`config.mk`:
```
export PLATFORM = sky130hd
export DESIGN_NAME = rtcw_timer
export DESIGN_NICKNAME = d
export VERILOG_FILES = /design/src/hdl/rtcw_pkg.sv /design/src/hdl/rtcw_timer.sv
export VERILOG_INCLUDE_DIRS = /design/src /design/src/hdl
export SDC_FILE = /design/constraint.sdc
export NUM_CORES = 1
export LEC_CHECK = 0
export ABC_AREA = 1
export CAP_MARGIN = 0
export CORE_MARGIN = 2
export CORE_UTILIZATION = 50
export CTS_CLUSTER_SIZE = 8
export DETAILED_ROUTE_END_ITERATION = 16
export DONT_BUFFER_PORTS = 1
export SYNTH_ARGS = -nofsm -noshare
export SYNTH_HDL_FRONTEND = slang
export SYNTH_SLANG_ARGS = --single-unit
```
`constraint.sdc`:
```
create_clock -name i_clk -period 6.77 [get_ports i_clk]
set_input_delay 0.3385 -clock i_clk [delete_from_list [all_inputs] [get_ports i_clk]]
set_output_delay 0.3385 -clock i_clk [all_outputs]
set_load 0.05 [all_outputs]
```
`src/hdl/rtcw_regs.svh`:
```
// register offsets, field positions and reset values of the wake-up timer
`ifndef RTCW_REGS_SVH
`define RTCW_REGS_SVH

// ==========================================================================
// offsets
`define RTCW_OFF_CTRL     12'h000
`define RTCW_OFF_STATUS   12'h004
`define RTCW_OFF_DIV      12'h008
`define RTCW_OFF_SLEEP    12'h00c
`define RTCW_OFF_REMAIN   12'h010
`define RTCW_OFF_ALLOW    12'h014
`define RTCW_OFF_RAW      12'h018
`define RTCW_OFF_GATED    12'h01c
`define RTCW_OFF_CLEAR    12'h020
`define RTCW_OFF_READY    12'h024
`define RTCW_OFF_ELAPSED  12'h030

// ==========================================================================
// field positions
`define RTCW_CTRL_EN      0
`define RTCW_CTRL_AUTO    1
`define RTCW_CTRL_START   2
`define RTCW_STAT_EN      0
`define RTCW_STAT_GATE    1
`define RTCW_STAT_FREEZE  2
`define RTCW_STAT_RUN     3
`define RTCW_IRQ_BIT      0

// ==========================================================================
// reset values
`define RTCW_RST_EN       1'h0
`define RTCW_RST_AUTO     1'h1
`define RTCW_RST_DIV      16'h8000
`define RTCW_RST_SLEEP    24'h000000
`define RTCW_RST_ELAPSED  32'h00000000

`endif

```
`src/hdl/rtcw_pkg.sv`:
```
// types shared by the wake-up timer and its bench
`default_nettype none

package rtcw_pkg;

  // ========================================================================
  // bus carriers
  typedef struct packed {
    logic        sel;
    logic        enable;
    logic        write;
    logic [11:0] addr;
    logic [31:0] wdata;
  } rtcw_apb_req_type;

  typedef struct packed {
    logic [31:0] rdata;
    logic        ready;
    logic        slverr;
  } rtcw_apb_rsp_type;

  // ========================================================================
  // command buffer phases
  typedef enum logic [1:0] {
    CMD_IDLE,
    CMD_PEND,
    CMD_DONE
  } rtcw_cmd_type;

  // ========================================================================
  // complete block state
  typedef struct packed {
    logic [2:0]   osc_sync;
    logic [1:0]   gate_sync;
    logic         en;
    logic         auto_go;
    logic         start;
    logic         running;
    logic [15:0]  div;
    logic [23:0]  sleep;
    logic [23:0]  remain;
    logic [15:0]  presc;
    logic         allow;
    logic         raw;
    logic [31:0]  elapsed;
    rtcw_cmd_type phase;
    logic [11:0]  cmd_addr;
    logic [31:0]  cmd_data;
    logic [31:0]  rdata;
    logic         slverr;
  } rtcw_state_type;

endpackage

`default_nettype wire

```
`src/hdl/rtcw_timer.sv`:
```
// always-on countdown wake-up timer with buffered apb register access
`default_nettype none
`include "rtcw_regs.svh"

module rtcw_timer #(
  // widths fixed by the state struct and the register map
  parameter int unsigned DIV_WIDTH   = 16,
  parameter int unsigned COUNT_WIDTH = 24
) (
  // clock and reset
  input  wire logic                      i_clk,
  input  wire logic                      i_rst,
  // register bus
  input  wire rtcw_pkg::rtcw_apb_req_type i_apb,
  output var  rtcw_pkg::rtcw_apb_rsp_type o_apb,
  // slow oscillator and power-unit gate, both asynchronous
  input  wire logic                      i_slow_osc_clock,
  input  wire logic                      i_timer_clock_gate,
  // wake-up interrupt line
  output      logic                      o_wake_irq
);

  // ========================================================================
  // elaboration checks
  // the packed state holds 16 divisor bits and 24 count bits, nothing else
  if (DIV_WIDTH != 16) begin : g_div_width
    $error("divisor width other than 16 is not supported");
  end
  if (COUNT_WIDTH != 24) begin : g_count_width
    $error("count width other than 24 is not supported");
  end

  // ========================================================================
  // state
  rtcw_pkg::rtcw_state_type s;
  rtcw_pkg::rtcw_state_type next_s;

  logic        osc_rise;
  logic        gate_on;
  logic        pulse;
  logic        last;
  logic        freeze;
  logic        tick;
  logic        expire;
  logic        set_raw;
  logic        clr_raw;
  logic        apply;
  logic        setup;
  logic        wr_acc;
  logic        mapped;
  logic        writable;
  logic        hold_sleep;
  logic [31:0] rd_mux;
  logic [16:0] presc_inc;

  // ========================================================================
  // slow-domain sampling
  // osc_sync[0] and gate_sync[0] feed only the next stage
  assign osc_rise = s.osc_sync[1] & ~s.osc_sync[2];
  assign gate_on  = s.gate_sync[1];
  // pulses counted only while enabled and the gate supplies them
  assign pulse    = osc_rise & gate_on & s.en;
  assign presc_inc = {1'h0, s.presc} + 17'h00001;
  // divisor of zero ticks on every pulse rather than never
  assign last     = presc_inc >= {1'h0, s.div};
  assign tick     = pulse & last;
  // set through the whole prescaler step that ends in a tick, so a sleep load never meets a decrement
  // divisors 0 and 1 tick on every pulse; holding then would never end,
  // so those short settings accept the load and let it win over the tick
  assign freeze   = s.en & gate_on & last & (s.div > 16'h0001);

  // ========================================================================
  // bus decode
  assign setup  = i_apb.sel & ~i_apb.enable;
  assign wr_acc = i_apb.sel & i_apb.enable & i_apb.write;
  // reads answer at once from live state; only writes wait for a slow edge

  always_comb begin
    mapped   = 1'b1;
    writable = 1'b0;
    rd_mux   = 32'h00000000;
    unique case (i_apb.addr)
      `RTCW_OFF_CTRL: begin
        writable = 1'b1;
        rd_mux[`RTCW_CTRL_EN]    = s.en;
        rd_mux[`RTCW_CTRL_AUTO]  = s.auto_go;
        rd_mux[`RTCW_CTRL_START] = s.start;
      end
      `RTCW_OFF_STATUS: begin
        rd_mux[`RTCW_STAT_EN]     = s.en;
        rd_mux[`RTCW_STAT_GATE]   = gate_on;
        rd_mux[`RTCW_STAT_FREEZE] = freeze;
        rd_mux[`RTCW_STAT_RUN]    = s.running & s.en & gate_on;
      end
      `RTCW_OFF_DIV: begin
        writable     = 1'b1;
        rd_mux[15:0] = s.div;
      end
      `RTCW_OFF_SLEEP: begin
        writable     = 1'b1;
        rd_mux[23:0] = s.sleep;
      end
      `RTCW_OFF_REMAIN: begin
        rd_mux[23:0] = s.remain;
      end
      `RTCW_OFF_ALLOW: begin
        writable               = 1'b1;
        rd_mux[`RTCW_IRQ_BIT]  = s.allow;
      end
      `RTCW_OFF_RAW: begin
        rd_mux[`RTCW_IRQ_BIT] = s.raw;
      end
      `RTCW_OFF_GATED: begin
        rd_mux[`RTCW_IRQ_BIT] = s.raw & s.allow;
      end
      `RTCW_OFF_CLEAR: begin
        writable = 1'b1;
      end
      `RTCW_OFF_READY: begin
        rd_mux[`RTCW_IRQ_BIT] = (s.phase == rtcw_pkg::CMD_IDLE);
      end
      `RTCW_OFF_ELAPSED: begin
        writable = 1'b1;
        rd_mux   = s.elapsed;
      end
      default: begin
        mapped = 1'b0;
      end
    endcase
  end

  // ========================================================================
  // command buffer timing
  // the buffer stands for the crossing into the always-on core: bus
  // writes reach core state only on a slow edge, one at a time
  // sleep writes stall in the buffer while the count is near a tick edge
  assign hold_sleep = (s.cmd_addr == `RTCW_OFF_SLEEP) & freeze;
  assign apply = osc_rise & (s.phase == rtcw_pkg::CMD_PEND) & ~hold_sleep;

  // ========================================================================
  // next state
  always_comb begin
    next_s  = s;
    expire  = 1'b0;
    clr_raw = 1'b0;

    // two-stage synchronisers, third stage only for edge detection
    next_s.osc_sync  = {s.osc_sync[1:0], i_slow_osc_clock};
    next_s.gate_sync = {s.gate_sync[0], i_timer_clock_gate};

    // prescaler and elapsed-time counter
    // a divisor lowered below the current count ends that count at the next pulse
    if (pulse) begin
      if (last) begin
        next_s.presc = 16'h0000;
      end else begin
        next_s.presc = presc_inc[15:0];
      end
    end
    if (tick) begin
      next_s.elapsed = s.elapsed + 32'h00000001;
    end

    // countdown
    if (tick & s.running) begin
      if (s.remain <= 24'h000001) begin
        next_s.remain = 24'h000000;
        expire        = 1'b1;
      end else begin
        next_s.remain = s.remain - 24'h000001;
      end
    end

    // buffered command, applied on a slow edge
    if (osc_rise & (s.phase == rtcw_pkg::CMD_DONE)) begin
      next_s.phase = rtcw_pkg::CMD_IDLE;
    end
    if (apply) begin
      next_s.phase = rtcw_pkg::CMD_DONE;
      unique case (s.cmd_addr)
        `RTCW_OFF_CTRL: begin
          next_s.en      = s.cmd_data[`RTCW_CTRL_EN];
          next_s.auto_go = s.cmd_data[`RTCW_CTRL_AUTO];
          // a restart in an expiry cycle wins and that done event is lost
          if (s.cmd_data[`RTCW_CTRL_START]) begin
            next_s.start   = 1'b1;
            next_s.running = 1'b1;
            next_s.remain  = s.sleep;
            expire         = (s.sleep == 24'h000000);
          end else begin
            next_s.start = 1'b0;
          end
        end
        `RTCW_OFF_DIV: begin
          next_s.div = s.cmd_data[15:0];
        end
        `RTCW_OFF_SLEEP: begin
          next_s.sleep = s.cmd_data[23:0];
          next_s.start = 1'b0;
          if (s.auto_go) begin
            next_s.running = 1'b1;
            next_s.remain  = s.cmd_data[23:0];
            expire         = (s.cmd_data[23:0] == 24'h000000);
          end
        end
        `RTCW_OFF_ALLOW: begin
          next_s.allow = s.cmd_data[`RTCW_IRQ_BIT];
        end
        `RTCW_OFF_CLEAR: begin
          clr_raw = s.cmd_data[`RTCW_IRQ_BIT];
        end
        `RTCW_OFF_ELAPSED: begin
          next_s.elapsed = s.cmd_data;
        end
        default: begin
          next_s.phase = rtcw_pkg::CMD_DONE;
        end
      endcase
    end

    // expiry: stop, drop the start bit, flag the done condition while enabled
    if (expire) begin
      next_s.running = 1'b0;
      next_s.start   = 1'b0;
    end
    set_raw = expire & s.en;

    // a done event in the clearing cycle is kept
    if (clr_raw) begin
      next_s.raw = 1'b0;
    end
    if (set_raw) begin
      next_s.raw = 1'b1;
    end

    // bus read data latched in the setup phase
    if (setup) begin
      next_s.rdata  = rd_mux;
      next_s.slverr = ~mapped;
    end

    // one command in flight; later writes are dropped until ready
    if (wr_acc & writable & (s.phase == rtcw_pkg::CMD_IDLE)) begin
      next_s.phase    = rtcw_pkg::CMD_PEND;
      next_s.cmd_addr = i_apb.addr;
      next_s.cmd_data = i_apb.wdata;
    end
  end

  // ========================================================================
  // registers
  // async so the core is quiet before the slow oscillator first runs
  always_ff @(posedge i_clk or posedge i_rst) begin
    if (i_rst) begin
      s          <= '0;
      s.en       <= `RTCW_RST_EN;
      s.auto_go  <= `RTCW_RST_AUTO;
      s.div      <= `RTCW_RST_DIV;
      s.sleep    <= `RTCW_RST_SLEEP;
      s.elapsed  <= `RTCW_RST_ELAPSED;
      s.phase    <= rtcw_pkg::CMD_IDLE;
    end else begin
      s <= next_s;
    end
  end

  // ========================================================================
  // outputs
  // single bus cycle; the slow transfer shows only through the ready flag
  assign o_apb.rdata  = s.rdata;
  assign o_apb.ready  = 1'b1;
  assign o_apb.slverr = s.slverr & i_apb.sel & i_apb.enable;
  // the always-on side keeps raising wake even with the bus unpowered
  assign o_wake_irq   = s.raw & s.allow & s.en;

endmodule

`default_nettype wire

```
### After elaboration in Yosys (flattened, before gate mapping)

Index checks and enable logic that the tools add are counted.

* eq/ne operators: 19
* reduce and logical (&&, ||, !) cells: 18
* multiplexer cells: 37
* add/subtract/negate cells: 3
* $lt $le $gt $ge: 3
* bitwise operators: 28

Operators with widths (count)
* $mux 24: 5
* $mux 66: 1
* $mux 32: 2
* $eq 12x5->1 const B: 5
* $eq 12x6->1 const B: 5
* $eq 12x4->1 const B: 4
* $logic_not 24->1: 2
* $pmux 12 s4: 1
* $pmux 24 s2: 1
* $mux 46: 1
* $mux 34: 1
* $add 32x1->32 const B: 1
* $mux 16: 2
* $and 1x1->1: 24
* $le 24x1->1 const B: 1
* $logic_not 12->1: 2
* $pmux 8 s3: 1
* $sub 24x1->24 const B: 1
* $add 16x1->17 const B: 1
* $ge 17x16->1: 1
* $gt 16x1->1 const B: 1
* $mux 1: 14
* $eq 12x3->1 const B: 1
* $pmux 2 s6: 1
* other kinds (18): 29

* bits of input ports: 51
* flip-flop bits (word level): 202
* word-level logic and storage cells: 126
* output and inout bits: 35

### Logic depth before layout (Yosys ltp)

* depth after elaboration: 12
* mapped depth: 29
* depth with buffers taken out: 28

### Least setup slack after synthesis

OpenSTA, ideal clock, no wires.

* kind: reg2reg
* start: reg s[113] in the netlist's numbering
* end: reg s[100] in the netlist's numbering
* period minus slack after synthesis: 3.015 ns
* required time: 6.650 ns
* setup time: 0.120 ns
* path buffers: 1
* data arrival time: 2.895 ns
* path slack: 3.755 ns
* stages on the path, launching flop included: 26
* cell sequence: dfrtp_1 -> nand3_1 -> nor2_1 -> inv_1 -> nor2_1 -> inv_1 -> nor2_1 -> inv_1 -> nor2_2 -> nand2_1 -> nor2_1 -> xor2_1 -> ha_1 -> inv_1 -> nor2_1 -> nand3_1 -> nor2_1 -> nor2_1 -> nand3_2 -> nand3_2 -> nand2_2 -> inv_2 -> nand2_4 -> buf_2 -> o21ai_0 -> inv_1

RTL lines
* start, declared: RTL line rtcw_timer.sv:35 `rtcw_pkg::rtcw_state_type s;`
* start signal, assigned: RTL line rtcw_timer.sv:263 `s <= next_s;`

==> impl_metrics.toml <==
[sta]
drv_slew = 0
finalCritPeriodShare_pct = 68.15
setup_viol = 0
tns_ns = 0
fmax_ghz = 0.2168
rsz0062_at_grt = "false"
worstMarginPinSlew_ns = 1.023
period_minus_slack_ns = 4.614
relSlewSlack_pct = 31.55
hold_viol_final = 0
worst_clock_skew_ns = 0.02130
worst_slack_ns = 2.156

[pwr]
cellPowerDensity_nw_per_um2 = 198.3
p_leak_nw = 6.505
power_frac_seq_pct = 46.7
power_switching_uw = 595.9
ir_drop_mv = 0.1680
netSwitchingFraction_pct = 22.67
internal-power_mw = 2.033
p_clk_share_pct = 50.3
p_comb_share_pct = 3.1

[cells_and_area]
final_cell_mix = "nand2_1 (446), inv_1 (217), dfrtp_1 (200)"
finalNonFillerCells = 1991
final_common_cell = "nand2_1"
stdcell_area_um2 = 13260
area_growth_pct = 8.745
drive_gt1_share_pct = 5.579
nNetsFinal = 1726
final_core_util_pct = 54.99
diodes = 0

[floorplanning]
ios = 86
core_um2 = 24110
die_x_um = 160.1
die_y_um = 160.1
rows = 57
start_util_pct = 50.57
dieArea_um2 = 25650

[outcome]
run_status = "finished, final reports clean"

[global_route]
grt_util_met2_pct = 46.56
grt_util_met3_pct = 4.390
busiest_layer = "met2"
globalRouteOverflowTotal = 0
grt_pass1_wl_um = 59660
track_usage_pct = 29.86
antenna_found_initial = 0
grt_max_degree = 129
grt_use_met1_pct = 43.29
grt_pass1_vias = 10589

[route]
routed_wl_um = 38240
vias = 11137
wl_per_cell_um = 19.21
drc = 0
vias_per_cell = 5.594
first_pass_iters = 6
ant_nets = 0
first_iter_violations = 1154

[cts]
numCtsBuffers = 29
clkSinkCount = 202
post_cts_buffers = 0
cts_tree = "yes"
clk_pin_slew_ns = 0.05
clk_path_buf_depth = 3
htree_num_levels = 1
cts_root_buffer = "clkbuf_16"
insertion_delay_ns = 0.56

[hold_path]
hold_class = "primary input to flop"

[logic_synthesis]
synth-async-reset-ratio_pct = 100.0
ys_seq_elements = 202
ys_seq_area_share_pct = 41.49
synth_cell_types = 53
syn_inst = 1667
synth_warnings = 0
synth_edf_count = 0
synth_flop_cell = "dfrtp_1"
syn_area_um2 = 12190
syn_avg_cell_area_um2 = 7.313
syn_nets = 1738

[worst_setup_path]
critical_path.top_delay_family = "simple AND/OR/NAND/NOR gates"
crit_buf_inv = 7
worst_path_largest_cell_delay_ns = 0.42
required_ns = 7.20
cp_max_fo = 41
end_kind = "flop"
cp-start-kind = "flop"
arrival_ns = 5.05
critical_path_class = "flop to flop"
critPathMostFrequentCell = "nor2_1"
critPathSlowestCell = "dfrtp_1"

[placement]
dpl_worst_slack_ns = 2.263
io_buffers = 0
place_congestion = 0.9500
place_area_um2 = 12090
hpwl_um = 28150
placedCellCount = 1912

[flow_run]
drv_cap = 0
==> power groups by stage <==
stage | Clock (mW) | Combinational (mW) | Sequential [mW]
after floorplan | 0 | 0.0488 | 1.24
after global placement | 0 | 0.0652 | 1.25
after detailed placement | 0 | 0.0651 | 1.25
after CTS | 1.34 | 0.0823 | 1.23
after global routing | 1.39 | 0.0908 | 1.23
final | 1.32 | 0.0812 | 1.23
==> cell type report <==
type,instances,area (um^2)
clock inverters,1,8.758
repair buffers,39,382.9
multi-input cells,1149,5715
fillers,2407,10850
well taps,324,405.4
flip-flops and latches,202,5057
clock buffers,42,794.5
inverters,234,892.1
==> worst reg2reg max path: stages, from the launching register on <==
cell,delay (ns)
dfrtp_1,0.42
nand3_1,0.12
nor2_1,0.11
inv_1,0.07
nor2_1,0.16
inv_1,0.07
nor2_1,0.13
inv_1,0.08
nor2_2,0.11
nand2_1,0.10
nor2_1,0.12
xor2_1,0.22
ha_1,0.29
inv_1,0.06
nor2_1,0.04
nand3_1,0.08
nor2_1,0.05
nor2_1,0.14
nand3_2,0.40
nand3_2,0.28
nand2_2,0.18
inv_2,0.36
nand2_4,0.33
inv_4,0.34
nand2_1,0.10
o21ai_1,0.09
inv_1,0.05
==> per-layer routing <==
layer | wire length, um | vias to the layer above
met5 | 0 | -
li1 | - | 5342
met2 | 17080 | 425
met3 | 2644 | 76
met1 | 17390 | 5294
met4 | 1122 | 0
==> final timing paths <==
kind | from | to | slack, ns | cells past startpoint
max | s[113] | s[84] | 2.16 | 26
min | i_apb[34] | s[67] | 0.02 | 2
max reg2reg | s[113] | s[84] | 2.16 | 26
min reg2reg | next_s[200] | next_s[201] | 0.35 | 0
max in group asynchronous | i_rst | s[160] | 4.80 | 3
min in group asynchronous | i_rst | s[57] | 0.49 | 2
==> cells by family after synthesis <==
group | Yosys count | share of synthesized area (%)
compound gates | 267 | 12.14
simple gates | 815 | 29.34
other cells | 1 | 0.03076
fa+ha+maj | 20 | 2.053
xor+xnor | 45 | 3.233
mux | 1 | 0.08211
flops | 202 | 41.49
buf+inv | 316 | 11.63
==> repair_timing <==
action                     4_1_cts  5_1_grt
setup endpoints to repair        0        0
hold endpoints to repair       162        0
hold buffers                    36        0
resized for setup                0        0
==> metrics by stage <==
step                hold slack, ns  power, mW
finish                     0.02389      2.629
global placement            0.3351      1.311
CTS                        0.01408      2.652
detailed placement          0.3403      1.311
floorplan                   0.3312      1.291
global route               0.01543      2.707
==> synthesized netlist by cell type (all sizes together), types with 20 or more instances <==
master | n | area share [%]
nand2 | 455 | 14
inv | 232 | 7.2
dfrtp | 200 | 41
o21ai | 177 | 7.5
nor2 | 157 | 5.2
nand3 | 100 | 4.5
buf | 67 | 3.9
o22ai | 47 | 2.4
nand4 | 46 | 2.5
xor2 | 45 | 3.2
nor3 | 36 | 1.6
a21oi | 24 | 0.99
ha | 20 | 2.1
==> state kept, by name, summed over array words and instances (netlist names) <==
| signal | cells |
|---|---|
| gate_on | 1 |
| next_s | 3 |
| o_apb | 32 |
| s | 166 |
(Power assumes the default switching activity.)
